File: config.mk
export PLATFORM = sky130hd
export DESIGN_NAME = ctas_top
export DESIGN_NICKNAME = d
export VERILOG_FILES = /design/src/rtl/ctas_pkg.sv /design/src/rtl/ctas_buf2.sv /design/src/rtl/ctas_top.sv
export SDC_FILE = /design/constraint.sdc
export NUM_CORES = 1
export LEC_CHECK = 0
export CAP_MARGIN = 20
export CORE_MARGIN = 2
export CORE_UTILIZATION = 50
export DETAILED_ROUTE_END_ITERATION = 10
export DONT_BUFFER_PORTS = 1
export GPL_TIMING_DRIVEN = 0
export PLACE_DENSITY_LB_ADDON = 0.08
export REMOVE_ABC_BUFFERS = 1
export SLEW_MARGIN = 20
export SYNTH_ARGS = -nofsm -noshare
export SYNTH_HDL_FRONTEND = slang
export SYNTH_SLANG_ARGS = --single-unit
File: constraint.sdc
create_clock -name clk_i -period 9.3 [get_ports clk_i]
set_input_delay 1.395 -clock clk_i [delete_from_list [all_inputs] [get_ports clk_i]]
set_output_delay 1.395 -clock clk_i [all_outputs]
set_load 0.01 [all_outputs]
File: src/rtl/ctas_pkg.sv
// Notes on behaviour
// - The device answers only select codes whose low three bits match its three select pads.
// - The host writes a frame without CRC and the device appends both CRC bytes on the radio.
// - Frame bytes are written over I2C and radio transmission starts only after the stop.
// - After sending, the device waits for an answer and stores its decoded bytes in the frame.
// - While a radio exchange runs the device ignores all I2C traffic.
// - On the answer's end of frame the CRC is checked and the I2C side reconnects.
// - With no answer within the timeout set by parameter bits 6:5 the no-answer value is stored.
// - A write to the trigger register runs a whole sixteen-slot anti-collision pass on its own.
// - The pass sends one initiate command, then slot commands one to fifteen, waiting after each.
// - A slot whose answer decodes correctly stores the tag identifier in that slot's entry.
// - A slot with no answer or a bad answer stores an error code in that slot's entry.
// - A standard answer with a bad CRC leaves FFh in the frame register.
// - Reads of the trigger register return FFh until the host stops acknowledging.
package ctas_pkg;
  localparam int CLK_KHZ = 25000;
  localparam logic [3:0] DEVSEL_TYPE = 4'hA; // arbitrary value
  localparam logic [7:0] REG_PARAM = 8'h00;
  localparam logic [7:0] REG_FRAME = 8'h01;
  localparam logic [7:0] REG_TRIG = 8'h03;
  localparam logic [7:0] REG_LAST = 8'h06;
  localparam logic [7:0] PARAM_RESET = 8'h00;
  localparam int TIMEOUT_LSB = 5;
  localparam logic [5:0] FRAME_BYTES = 6'h24;
  localparam logic [5:0] FRAME_LAST = 6'h23;
  localparam logic [7:0] READ_FILL = 8'hFF;
  localparam logic [7:0] CRC_FAIL_CODE = 8'hFF;
  localparam logic [7:0] SLOT_ERR_CODE = 8'hFF;
  localparam logic [7:0] NO_ANSWER_LEN = 8'h00;
  localparam logic [7:0] SLOT_TOTAL = 8'h10;
  localparam logic [3:0] SLOT_LAST = 4'hF;
  localparam logic [7:0] INIT_CMD_B0 = 8'h06;
  localparam logic [7:0] INIT_CMD_B1 = 8'h04;
  localparam logic [3:0] SLOT_CMD_LOW = 4'h6;
  localparam logic [5:0] SLOT_ANSWER_LEN = 6'h03;
  localparam logic [15:0] CRC_INIT = 16'hFFFF;
  localparam logic [15:0] CRC_POLY = 16'h8408;
  localparam logic [15:0] CRC_RESIDUE = 16'hF0B8;
  localparam int TXQ_W = 9;
  // =====================================================
  // timing
  localparam int GUARD_NS = 75520;
  localparam logic [11:0] GUARD_CYC = 12'((GUARD_NS * CLK_KHZ / 1000 + 999) / 1000);
  localparam int TO0_US = 20;
  localparam int TO1_US = 40;
  localparam int TO2_US = 80;
  localparam int TO3_US = 160;
  localparam logic [11:0] TO0_CYC = 12'(TO0_US * CLK_KHZ / 1000);
  localparam logic [11:0] TO1_CYC = 12'(TO1_US * CLK_KHZ / 1000);
  localparam logic [11:0] TO2_CYC = 12'(TO2_US * CLK_KHZ / 1000);
  localparam logic [11:0] TO3_CYC = 12'(TO3_US * CLK_KHZ / 1000);

  // one byte through the reflected crc, lsb first
  function automatic logic [15:0] crc_byte(input logic [15:0] c, input logic [7:0] b);
    logic [15:0] r;
    r = c ^ {8'h00, b};
    for (int i = 0; i < 8; i++) begin
      r = r[0] ? ((r >> 1) ^ CRC_POLY) : (r >> 1);
    end
    return r;
  endfunction : crc_byte
endpackage : ctas_pkg

File: src/rtl/ctas_buf2.sv
`timescale 1ns/100ps
`default_nettype none
module ctas_buf2 #(parameter int W = ctas_pkg::TXQ_W) (
  input wire logic clk_i,
  input wire logic sys_rst_i,
  input wire logic in_valid_i,
  output logic in_ready_o,
  input wire logic [W-1:0] in_data_i,
  output logic out_valid_o,
  input wire logic out_ready_i,
  output logic [W-1:0] out_data_o
);
  logic [W-1:0] head_q, head_d, tail_q, tail_d;
  logic [1:0] cnt_q, cnt_d;
  logic valid_q, push, pop;

  assign in_ready_o = (cnt_q != 2'h2);
  assign out_valid_o = valid_q;
  assign out_data_o = head_q;

  // =====================================================
  // head always holds the oldest word so the output is a flop
  always_comb begin
    push = in_valid_i && in_ready_o;
    pop = valid_q && out_ready_i;
    head_d = head_q;
    tail_d = tail_q;
    if (pop) begin
      head_d = tail_q;
    end
    if (push) begin
      if (cnt_q == 2'h0 || (cnt_q == 2'h1 && pop)) begin
        head_d = in_data_i;
      end else begin
        tail_d = in_data_i;
      end
    end
    cnt_d = cnt_q + {1'b0, push} - {1'b0, pop};
  end

  always_ff @(posedge clk_i) begin
    if (sys_rst_i) begin
      head_q <= '0;
      tail_q <= '0;
      cnt_q <= 2'h0;
      valid_q <= 1'b0;
    end else begin
      head_q <= head_d;
      tail_q <= tail_d;
      cnt_q <= cnt_d;
      valid_q <= (cnt_d != 2'h0);
    end
  end
endmodule : ctas_buf2
`default_nettype wire

File: src/rtl/ctas_top.sv
`timescale 1ns/100ps
`default_nettype none
module ctas_top (
  input wire logic clk_i,
  input wire logic sys_rst_i,
  input wire logic scl_i,
  input wire logic sda_i,
  output logic sda_o,
  output logic sda_oe_o,
  input wire logic select_pad_bit0_i,
  input wire logic select_pad_bit1_i,
  input wire logic select_pad_bit2_i,
  output logic [7:0] tx_data_o,
  output logic tx_last_o,
  output logic tx_valid_o,
  input wire logic tx_ready_i,
  input wire logic rx_link_clk_i,
  input wire logic rx_frame_i,
  input wire logic rx_bit_i,
  output logic busy_o
);
  typedef enum logic [2:0] {I_IDLE, I_RX, I_ACK, I_TX, I_RACK, I_WAIT} ctas_i2c_t;
  typedef enum logic [2:0] {S_IDLE, S_TX, S_DRAIN, S_GUARD, S_WAIT, S_RX} ctas_seq_t;

  // =====================================================
  // pin synchronisers; stage one feeds stage two only
  logic [7:0] s1_q, s2_q, s3_q;
  always_ff @(posedge clk_i) begin
    if (sys_rst_i) begin
      s1_q <= 8'h03;
      s2_q <= 8'h03;
      s3_q <= 8'h03;
    end else begin
      s1_q <= {rx_bit_i, rx_frame_i, rx_link_clk_i, select_pad_bit2_i,
               select_pad_bit1_i, select_pad_bit0_i, sda_i, scl_i};
      s2_q <= s1_q;
      s3_q <= s2_q;
    end
  end

  logic sda_s, scl_rise, scl_fall, i2c_start, i2c_stop, lk_rise, fr_rise, fr_fall;
  logic [2:0] pads;
  assign sda_s = s2_q[1];
  assign pads = s2_q[4:2];
  assign scl_rise = s2_q[0] & ~s3_q[0];
  assign scl_fall = ~s2_q[0] & s3_q[0];
  // data edges while the clock stays high mark start and stop
  assign i2c_start = s2_q[0] & s3_q[0] & ~s2_q[1] & s3_q[1];
  assign i2c_stop = s2_q[0] & s3_q[0] & s2_q[1] & ~s3_q[1];
  assign lk_rise = s2_q[5] & ~s3_q[5];
  assign fr_rise = s2_q[6] & ~s3_q[6];
  assign fr_fall = ~s2_q[6] & s3_q[6];

  // =====================================================
  // frame register storage, one write port shared by both sides
  logic [7:0] frame_mem [36];
  logic mem_we, i_we, s_we;
  logic [5:0] mem_wa, i_wa, s_wa;
  logic [7:0] mem_wd, i_wd, s_wd;
  // the two sides never write together: the bus is deaf while radio runs
  always_comb begin
    mem_we = i_we | s_we;
    mem_wa = s_we ? s_wa : i_wa;
    mem_wd = s_we ? s_wd : i_wd;
  end
  always_ff @(posedge clk_i) begin
    if (mem_we) begin
      frame_mem[mem_wa] <= mem_wd;
    end
  end

  // =====================================================
  // i2c slave
  ctas_i2c_t i_st_q, i_st_d;
  ctas_seq_t seq_q, seq_d;
  logic [3:0] bit_q, bit_d;
  logic [7:0] sh_q, sh_d, ptr_q, ptr_d, param_q, param_d, rd_byte;
  logic [1:0] byte_no_q, byte_no_d;
  logic [5:0] idx_q, idx_d;
  logic rd_q, rd_d, oe_q, oe_d, wrote_q, wrote_d, trig_q, trig_d, ack, go_std, go_anti;

  // read source; the trigger register and holes read as fill
  always_comb begin
    if (ptr_q == ctas_pkg::REG_PARAM) begin
      rd_byte = param_q;
    end else if (ptr_q == ctas_pkg::REG_FRAME && idx_q < ctas_pkg::FRAME_BYTES) begin
      rd_byte = frame_mem[idx_q];
    end else begin
      rd_byte = ctas_pkg::READ_FILL;
    end
  end

  always_comb begin
    i_st_d = i_st_q;
    bit_d = bit_q;
    sh_d = sh_q;
    byte_no_d = byte_no_q;
    rd_d = rd_q;
    ptr_d = ptr_q;
    idx_d = idx_q;
    oe_d = oe_q;
    wrote_d = wrote_q;
    trig_d = trig_q;
    param_d = param_q;
    i_we = 1'b0;
    i_wa = idx_q;
    i_wd = sh_q;
    ack = 1'b1;
    go_std = 1'b0;
    go_anti = 1'b0;
    if (seq_q != S_IDLE) begin
      i_st_d = I_IDLE;
      oe_d = 1'b0;
    end else if (i2c_start) begin
      i_st_d = I_RX;
      bit_d = 4'h0;
      byte_no_d = 2'h0;
      oe_d = 1'b0;
    end else if (i2c_stop) begin
      i_st_d = I_IDLE;
      oe_d = 1'b0;
      go_std = wrote_q;
      go_anti = trig_q;
      wrote_d = 1'b0;
      trig_d = 1'b0;
    end else begin
      case (i_st_q)
        I_RX: begin
          if (scl_rise) begin
            sh_d = {sh_q[6:0], sda_s};
            bit_d = bit_q + 4'h1;
          end else if (scl_fall && bit_q == 4'h8) begin
            bit_d = 4'h0;
            if (byte_no_q == 2'h0) begin
              rd_d = sh_q[0];
              // a read naming a pointer past the map is refused at select
              ack = (sh_q[7:1] == {ctas_pkg::DEVSEL_TYPE, pads}) &&
                    !(sh_q[0] && ptr_q > ctas_pkg::REG_LAST);
            end else if (byte_no_q == 2'h1) begin
              ptr_d = sh_q;
              idx_d = 6'h00;
              ack = (sh_q <= ctas_pkg::REG_LAST);
            end else if (ptr_q == ctas_pkg::REG_PARAM) begin
              param_d = sh_q;
            end else if (ptr_q == ctas_pkg::REG_FRAME) begin
              // bytes past the end are acked and dropped
              i_we = (idx_q < ctas_pkg::FRAME_BYTES);
              wrote_d = 1'b1;
              if (idx_q < ctas_pkg::FRAME_BYTES) begin
                idx_d = idx_q + 6'h01;
              end
            end else if (ptr_q == ctas_pkg::REG_TRIG) begin
              trig_d = 1'b1;
            end
            if (byte_no_q != 2'h2) begin
              byte_no_d = byte_no_q + 2'h1;
            end
            i_st_d = ack ? I_ACK : I_WAIT;
            oe_d = ack;
          end
        end
        I_ACK: begin
          if (scl_fall) begin
            bit_d = 4'h0;
            if (rd_q) begin
              sh_d = rd_byte;
              oe_d = ~rd_byte[7];
              i_st_d = I_TX;
              if (ptr_q == ctas_pkg::REG_FRAME && idx_q < ctas_pkg::FRAME_BYTES) begin
                idx_d = idx_q + 6'h01;
              end
            end else begin
              oe_d = 1'b0;
              i_st_d = I_RX;
            end
          end
        end
        I_TX: begin
          if (scl_fall) begin
            bit_d = bit_q + 4'h1;
            sh_d = {sh_q[6:0], 1'b0};
            if (bit_q == 4'h7) begin
              oe_d = 1'b0;
              i_st_d = I_RACK;
            end else begin
              oe_d = ~sh_q[6];
            end
          end
        end
        I_RACK: begin
          // a master nack ends the read; until then each ack loads the next read byte
          if (scl_rise) begin
            i_st_d = sda_s ? I_WAIT : I_ACK;
          end
        end
        default: begin
        end
      endcase
    end
  end

  always_ff @(posedge clk_i) begin
    if (sys_rst_i) begin
      i_st_q <= I_IDLE;
      bit_q <= 4'h0;
      sh_q <= 8'h00;
      byte_no_q <= 2'h0;
      rd_q <= 1'b0;
      ptr_q <= 8'h00;
      idx_q <= 6'h00;
      oe_q <= 1'b0;
      wrote_q <= 1'b0;
      trig_q <= 1'b0;
      param_q <= ctas_pkg::PARAM_RESET;
    end else begin
      i_st_q <= i_st_d;
      bit_q <= bit_d;
      sh_q <= sh_d;
      byte_no_q <= byte_no_d;
      rd_q <= rd_d;
      ptr_q <= ptr_d;
      idx_q <= idx_d;
      oe_q <= oe_d;
      wrote_q <= wrote_d;
      trig_q <= trig_d;
      param_q <= param_d;
    end
  end
  assign sda_oe_o = oe_q;
  assign sda_o = 1'b0; // open drain: only ever pulls low

  // =====================================================
  // radio sequencer
  logic anti_q, anti_d, busy_q, push, push_last, buf_in_ready, fin, got, ok;
  logic [3:0] slot_q, slot_d;
  logic [5:0] k_q, k_d, len_q, len_d, rcnt_q, rcnt_d;
  logic [2:0] rbit_q, rbit_d;
  logic [7:0] push_data, tx_src, rsh_q, rsh_d, rid_q, rid_d;
  logic [15:0] crc_q, crc_d, rcrc_q, rcrc_d;
  logic [11:0] tmr_q, tmr_d, to_cyc;

  // answer timeout picked by the parameter register
  always_comb begin
    case (param_q[ctas_pkg::TIMEOUT_LSB +: 2])
      2'h0: to_cyc = ctas_pkg::TO0_CYC;
      2'h1: to_cyc = ctas_pkg::TO1_CYC;
      2'h2: to_cyc = ctas_pkg::TO2_CYC;
      default: to_cyc = ctas_pkg::TO3_CYC;
    endcase
  end

  // command bytes of the automatic pass, else host frame bytes
  always_comb begin
    if (!anti_q) begin
      tx_src = frame_mem[k_q];
    end else if (slot_q != 4'h0) begin
      tx_src = {slot_q, ctas_pkg::SLOT_CMD_LOW};
    end else begin
      tx_src = (k_q == 6'h00) ? ctas_pkg::INIT_CMD_B0 : ctas_pkg::INIT_CMD_B1;
    end
  end

  always_comb begin
    seq_d = seq_q;
    anti_d = anti_q;
    slot_d = slot_q;
    k_d = k_q;
    len_d = len_q;
    crc_d = crc_q;
    tmr_d = tmr_q;
    rcnt_d = rcnt_q;
    rbit_d = rbit_q;
    rsh_d = rsh_q;
    rcrc_d = rcrc_q;
    rid_d = rid_q;
    s_we = 1'b0;
    s_wa = 6'h00;
    s_wd = 8'h00;
    push = 1'b0;
    push_data = 8'h00;
    push_last = 1'b0;
    fin = 1'b0;
    got = 1'b0;
    ok = (rcrc_q == ctas_pkg::CRC_RESIDUE) && (rcnt_q >= 6'h02);
    case (seq_q)
      S_IDLE: begin
        k_d = 6'h00;
        crc_d = ctas_pkg::CRC_INIT;
        if (go_anti) begin
          anti_d = 1'b1;
          slot_d = 4'h0;
          len_d = 6'h02;
          seq_d = S_TX;
          s_we = 1'b1;
          s_wd = ctas_pkg::SLOT_TOTAL;
        end else if (go_std) begin
          anti_d = 1'b0;
          len_d = idx_q;
          seq_d = S_TX;
        end
      end
      S_TX: begin
        push = 1'b1;
        if (k_q < len_q) begin
          push_data = tx_src;
        end else if (k_q == len_q) begin
          push_data = ~crc_q[7:0];
        end else begin
          push_data = ~crc_q[15:8];
          push_last = 1'b1;
        end
        if (buf_in_ready) begin
          k_d = k_q + 6'h01;
          if (k_q < len_q) begin
            crc_d = ctas_pkg::crc_byte(crc_q, push_data);
          end
          if (push_last) begin
            seq_d = S_DRAIN;
          end
        end
      end
      S_DRAIN: begin
        if (!tx_valid_o) begin
          seq_d = S_GUARD;
          tmr_d = ctas_pkg::GUARD_CYC;
        end
      end
      S_GUARD: begin
        // a start of frame inside the guard is not an answer
        if (tmr_q == 12'h000) begin
          seq_d = S_WAIT;
          tmr_d = to_cyc;
        end else begin
          tmr_d = tmr_q - 12'h001;
        end
      end
      S_WAIT: begin
        if (fr_rise) begin
          seq_d = S_RX;
          rcnt_d = 6'h00;
          rbit_d = 3'h0;
          rcrc_d = ctas_pkg::CRC_INIT;
        end else if (tmr_q == 12'h000) begin
          fin = 1'b1;
        end else begin
          tmr_d = tmr_q - 12'h001;
        end
      end
      S_RX: begin
        if (lk_rise && s2_q[6]) begin
          rsh_d = {s2_q[7], rsh_q[7:1]};
          rbit_d = rbit_q + 3'h1;
          if (rbit_q == 3'h7) begin
            rcrc_d = ctas_pkg::crc_byte(rcrc_q, rsh_d);
            if (!anti_q && rcnt_q < ctas_pkg::FRAME_LAST) begin
              s_we = 1'b1;
              s_wa = rcnt_q + 6'h01;
              s_wd = rsh_d;
            end
            if (rcnt_q == 6'h00) begin
              rid_d = rsh_d;
            end
            if (rcnt_q != 6'h3F) begin
              rcnt_d = rcnt_q + 6'h01;
            end
          end
        end
        if (fr_fall) begin
          fin = 1'b1;
          got = 1'b1;
        end
      end
      default: seq_d = S_IDLE;
    endcase
    // close one answer window: store result, then next slot or back to the bus
    if (fin) begin
      s_we = 1'b1;
      if (anti_q) begin
        s_wa = {2'b00, slot_q} + 6'h01;
        s_wd = (got && ok && rcnt_q == ctas_pkg::SLOT_ANSWER_LEN) ? rid_q :
               ctas_pkg::SLOT_ERR_CODE;
        if (slot_q != ctas_pkg::SLOT_LAST) begin
          slot_d = slot_q + 4'h1;
          k_d = 6'h00;
          len_d = 6'h01;
          crc_d = ctas_pkg::CRC_INIT;
          seq_d = S_TX;
        end else begin
          seq_d = S_IDLE;
        end
      end else begin
        s_wa = 6'h00;
        s_wd = !got ? ctas_pkg::NO_ANSWER_LEN :
               ok ? {2'b00, rcnt_q - 6'h02} : ctas_pkg::CRC_FAIL_CODE;
        seq_d = S_IDLE;
      end
    end
  end

  always_ff @(posedge clk_i) begin
    if (sys_rst_i) begin
      seq_q <= S_IDLE;
      anti_q <= 1'b0;
      slot_q <= 4'h0;
      k_q <= 6'h00;
      len_q <= 6'h00;
      crc_q <= ctas_pkg::CRC_INIT;
      tmr_q <= 12'h000;
      rcnt_q <= 6'h00;
      rbit_q <= 3'h0;
      rsh_q <= 8'h00;
      rcrc_q <= ctas_pkg::CRC_INIT;
      rid_q <= 8'h00;
      busy_q <= 1'b0;
    end else begin
      seq_q <= seq_d;
      anti_q <= anti_d;
      slot_q <= slot_d;
      k_q <= k_d;
      len_q <= len_d;
      crc_q <= crc_d;
      tmr_q <= tmr_d;
      rcnt_q <= rcnt_d;
      rbit_q <= rbit_d;
      rsh_q <= rsh_d;
      rcrc_q <= rcrc_d;
      rid_q <= rid_d;
      busy_q <= (seq_d != S_IDLE);
    end
  end
  assign busy_o = busy_q;

  // two-entry buffer so a stalled modulator loses no byte
  logic [8:0] buf_out;
  ctas_buf2 u_buf (
    .clk_i(clk_i),
    .sys_rst_i(sys_rst_i),
    .in_valid_i(push),
    .in_ready_o(buf_in_ready),
    .in_data_i({push_last, push_data}),
    .out_valid_o(tx_valid_o),
    .out_ready_i(tx_ready_i),
    .out_data_o(buf_out)
  );
  assign tx_data_o = buf_out[7:0];
  assign tx_last_o = buf_out[8];

  logic bus_quiet;
  assign bus_quiet = (seq_q == S_IDLE) && !i2c_start && !i2c_stop;
endmodule : ctas_top
`default_nettype wire

==> metrics.txt <==
outcome=finished clean; met2 wire length=29100 um; max incr delay on CP=1010 ps; Syn Std Cell Area=22900 um2; commonest non-fill, non-tap cell in the layout=edfxtp_1; Total GRT Usage=0.264; post-synth top area cell=edfxtp_1; most frequent cells in the layout=edfxtp_1 (288), nor2_1 (197), dfxtp_1 (172); Fin. Hold Viols=0; DP Area=23700 um2; Synth top area share=0.377; worst-path fanout max=25; clk_lat worst skew=620 ps; slew margin rel.=0.215; Routability Congestion=0.898; largest net degree at the start of global routing=138; final worst-path cycle share=0.719; number of flops mapped to enable cells by yosys=288; number of global-route vias before repair=14992; power per cell area=168 nW/um2; CTS tree=yes; critical-path cell list=nand3b_1, nor3_2, nand2_1, nor2_1, a211oi_4, a222oi_1, nand3_1, nor2_1; WL final=61500 um; met1 WL=26300 um; Setup violations, final=0; chip height=218 um; drt wl/cell=25.2 um; met3 wire length=3940 um; 1st-pass router iterations=5; initial antenna violation count=0; Worst path slowest cell=a222oi_1; Yosys Warn Count=0; setup bufs post-CTS=0; first-pass GRT wire length=94000 um; Horiz. Die Dim=218 um; P&R area growth vs syn=10.4%; post-CTS resize count=0; clock network power share=0.465; clock skew=30.0 ps; initial core utilization=0.506; Max VDD drop=153 uV; Critical Path Start Type=register; vias per cell=6.25; Antenna Cells=0; final slew viol count=0; die area=47500 um2; min cycle time layout=6690 ps; HPWL Detailed=41100 um; post-synthesis area per instance=12.4 um2; synth unique cells=84; Lkg Pwr=8.06 nW; CTS HTree Levels=2; Overflow after GRT=0; asr flop ratio synth=0; switching power=919 uW; DR iter-0 viols=1648; clock tree buffer depth=3; antenna-violating nets left=0; Mapped Cells=1841; HP Class=reg2reg; clock root cell=clkbuf_16; DR vias=15263; critical path type=reg2reg; Comb pwr share=0.015; fmax=0.149 GHz; power share of the sequential group=0.520; NumNets Final=1840; Inserted Clock Buffers=50; highest routed layer=met4; ratio of cells with drive above 1 in the final layout=0.166; # DRC=0; cell-internal power=3.32 mW; synthesized flop and latch total=467; crit end category=register; Worst-Margin Slew=1180 ps; I/O pin count=24; clk slew on worst S/H paths=60 ps; CP arrival=6910 ps; WP data required=9520 ps; Net Sw Frac=0.216; setup_tns=0 ps; core area=45300 um2; clk sink count=467; final standard cell area without fillers=25300 um2; Post-synth top flop=edfxtp_1; total of max-cap violations=0; most used cell along the critical path=nor2_1; I/O Buffers=0; register area share after synthesis=0.534; RSZ-0062 raised after global routing=no; cts hold-fix bufs=0; num rows=78; top cells by area, synth=edfxtp_1 (38%), dfxtp_1 (16%), mux4_2 (14%), mux2i_1 (4.5%), nor2_1 (3.2%)
state kept, by name, summed over array words and instances, names as in the netlist, 6 cells and up, named ones only:
register          flops
frame_mem           288
crc_q                16
rcrc_q               16
tmr_q                12
u_buf.out_data_o      9
u_buf.tail_q          9
i_wd                  8
param_q               8
ptr_q                 8
rid_q                 8
s1_q                  8
s2_q                  8
rsh_q                 7
i_wa                  6
k_q                   6
len_q                 6
rcnt_q                6
final cells by class:
type	count	area (um2)
multi-input cells	1233	10200
fillers	3715	20000
well taps	600	751
flip-flops and latches	467	12300
clock buffers	70	1440
clock inverters	23	194
repair buffers	16	354
inverters	34	128
final timing paths:
kind / from / to / slack (ps) / cells after the start
setup / recovery: seq_q[0] / frame_mem[8][4] / 2610 / 8
hold / removal: s1_q[1] / s2_q[1] / 410 / 1
setup reg to reg: seq_q[0] / frame_mem[8][4] / 2610 / 8
hold reg to reg: s1_q[1] / s2_q[1] / 410 / 1
per-layer routing:
layer / up-vias / track usage
li1: 6949 / -
met1: 7715 / 0.369
met2: 496 / 0.421
met3: 103 / 0.0384
met4: 0 / 0.0984
met5: - / 0
critical path: cells and delay by family, from the launching register on:
family	cells	cell delay, ps
and+or+nand+nor	6	4260
AOI/OAI and AO/OA	2	1180
DFF	1	870
kinds of logic (layout without fill, tap and decap cells):
logic type / after synthesis / count (layout) / share of synthesized area
other: 1 / 1 / 0.000164
muxes: 258 / 258 / 0.190
adders and majority gates: 27 / 27 / 0.0147
buffers and inverters: 141 / 143 / 0.0270
DFF: 467 / 467 / 0.534
AOI/OAI and AO/OA: 323 / 323 / 0.0904
and+or+nand+nor: 558 / 558 / 0.117
xor gates and xnor gates: 66 / 66 / 0.0265
power groups by stage:
stage	Sequential [mW]	Clock, mW	Combinational, mW
2_1_floorplan	2.24	0	0.0470
4_1_cts	2.20	2.01	0.0645
6_report	2.20	1.97	0.0649
3_3_place_gp	2.25	0	0.0597
3_5_place_dp	2.25	0	0.0642
5_1_grt	2.20	2.09	0.0716
cells in the mapped netlist (all sizes together), types with 33 or more instances:
master and number:
dfxtp 179, mux4 140, nand2 127, o21ai 68
inv 33, mux2i 104, clkbuf 72, xnor2 38
nor2 206, edfxtp 288, buf 35, nand3 40
a21oi 100
metrics by stage:
step	total power, mW	setup WS (ps)	instances	hold WS, ps	util
final	4.24	2610	2443	412	0.559
after global routing	4.37	2250	2443	436	0.559
after CTS	4.28	2780	2443	417	0.559
after detailed placement	2.31	2750	2350	398	0.523
after global placement	2.31	410	2334	401	0.512
after floorplan	2.29	2750	1734	389	-
Note: power is estimated with default switching activity, not from simulation.
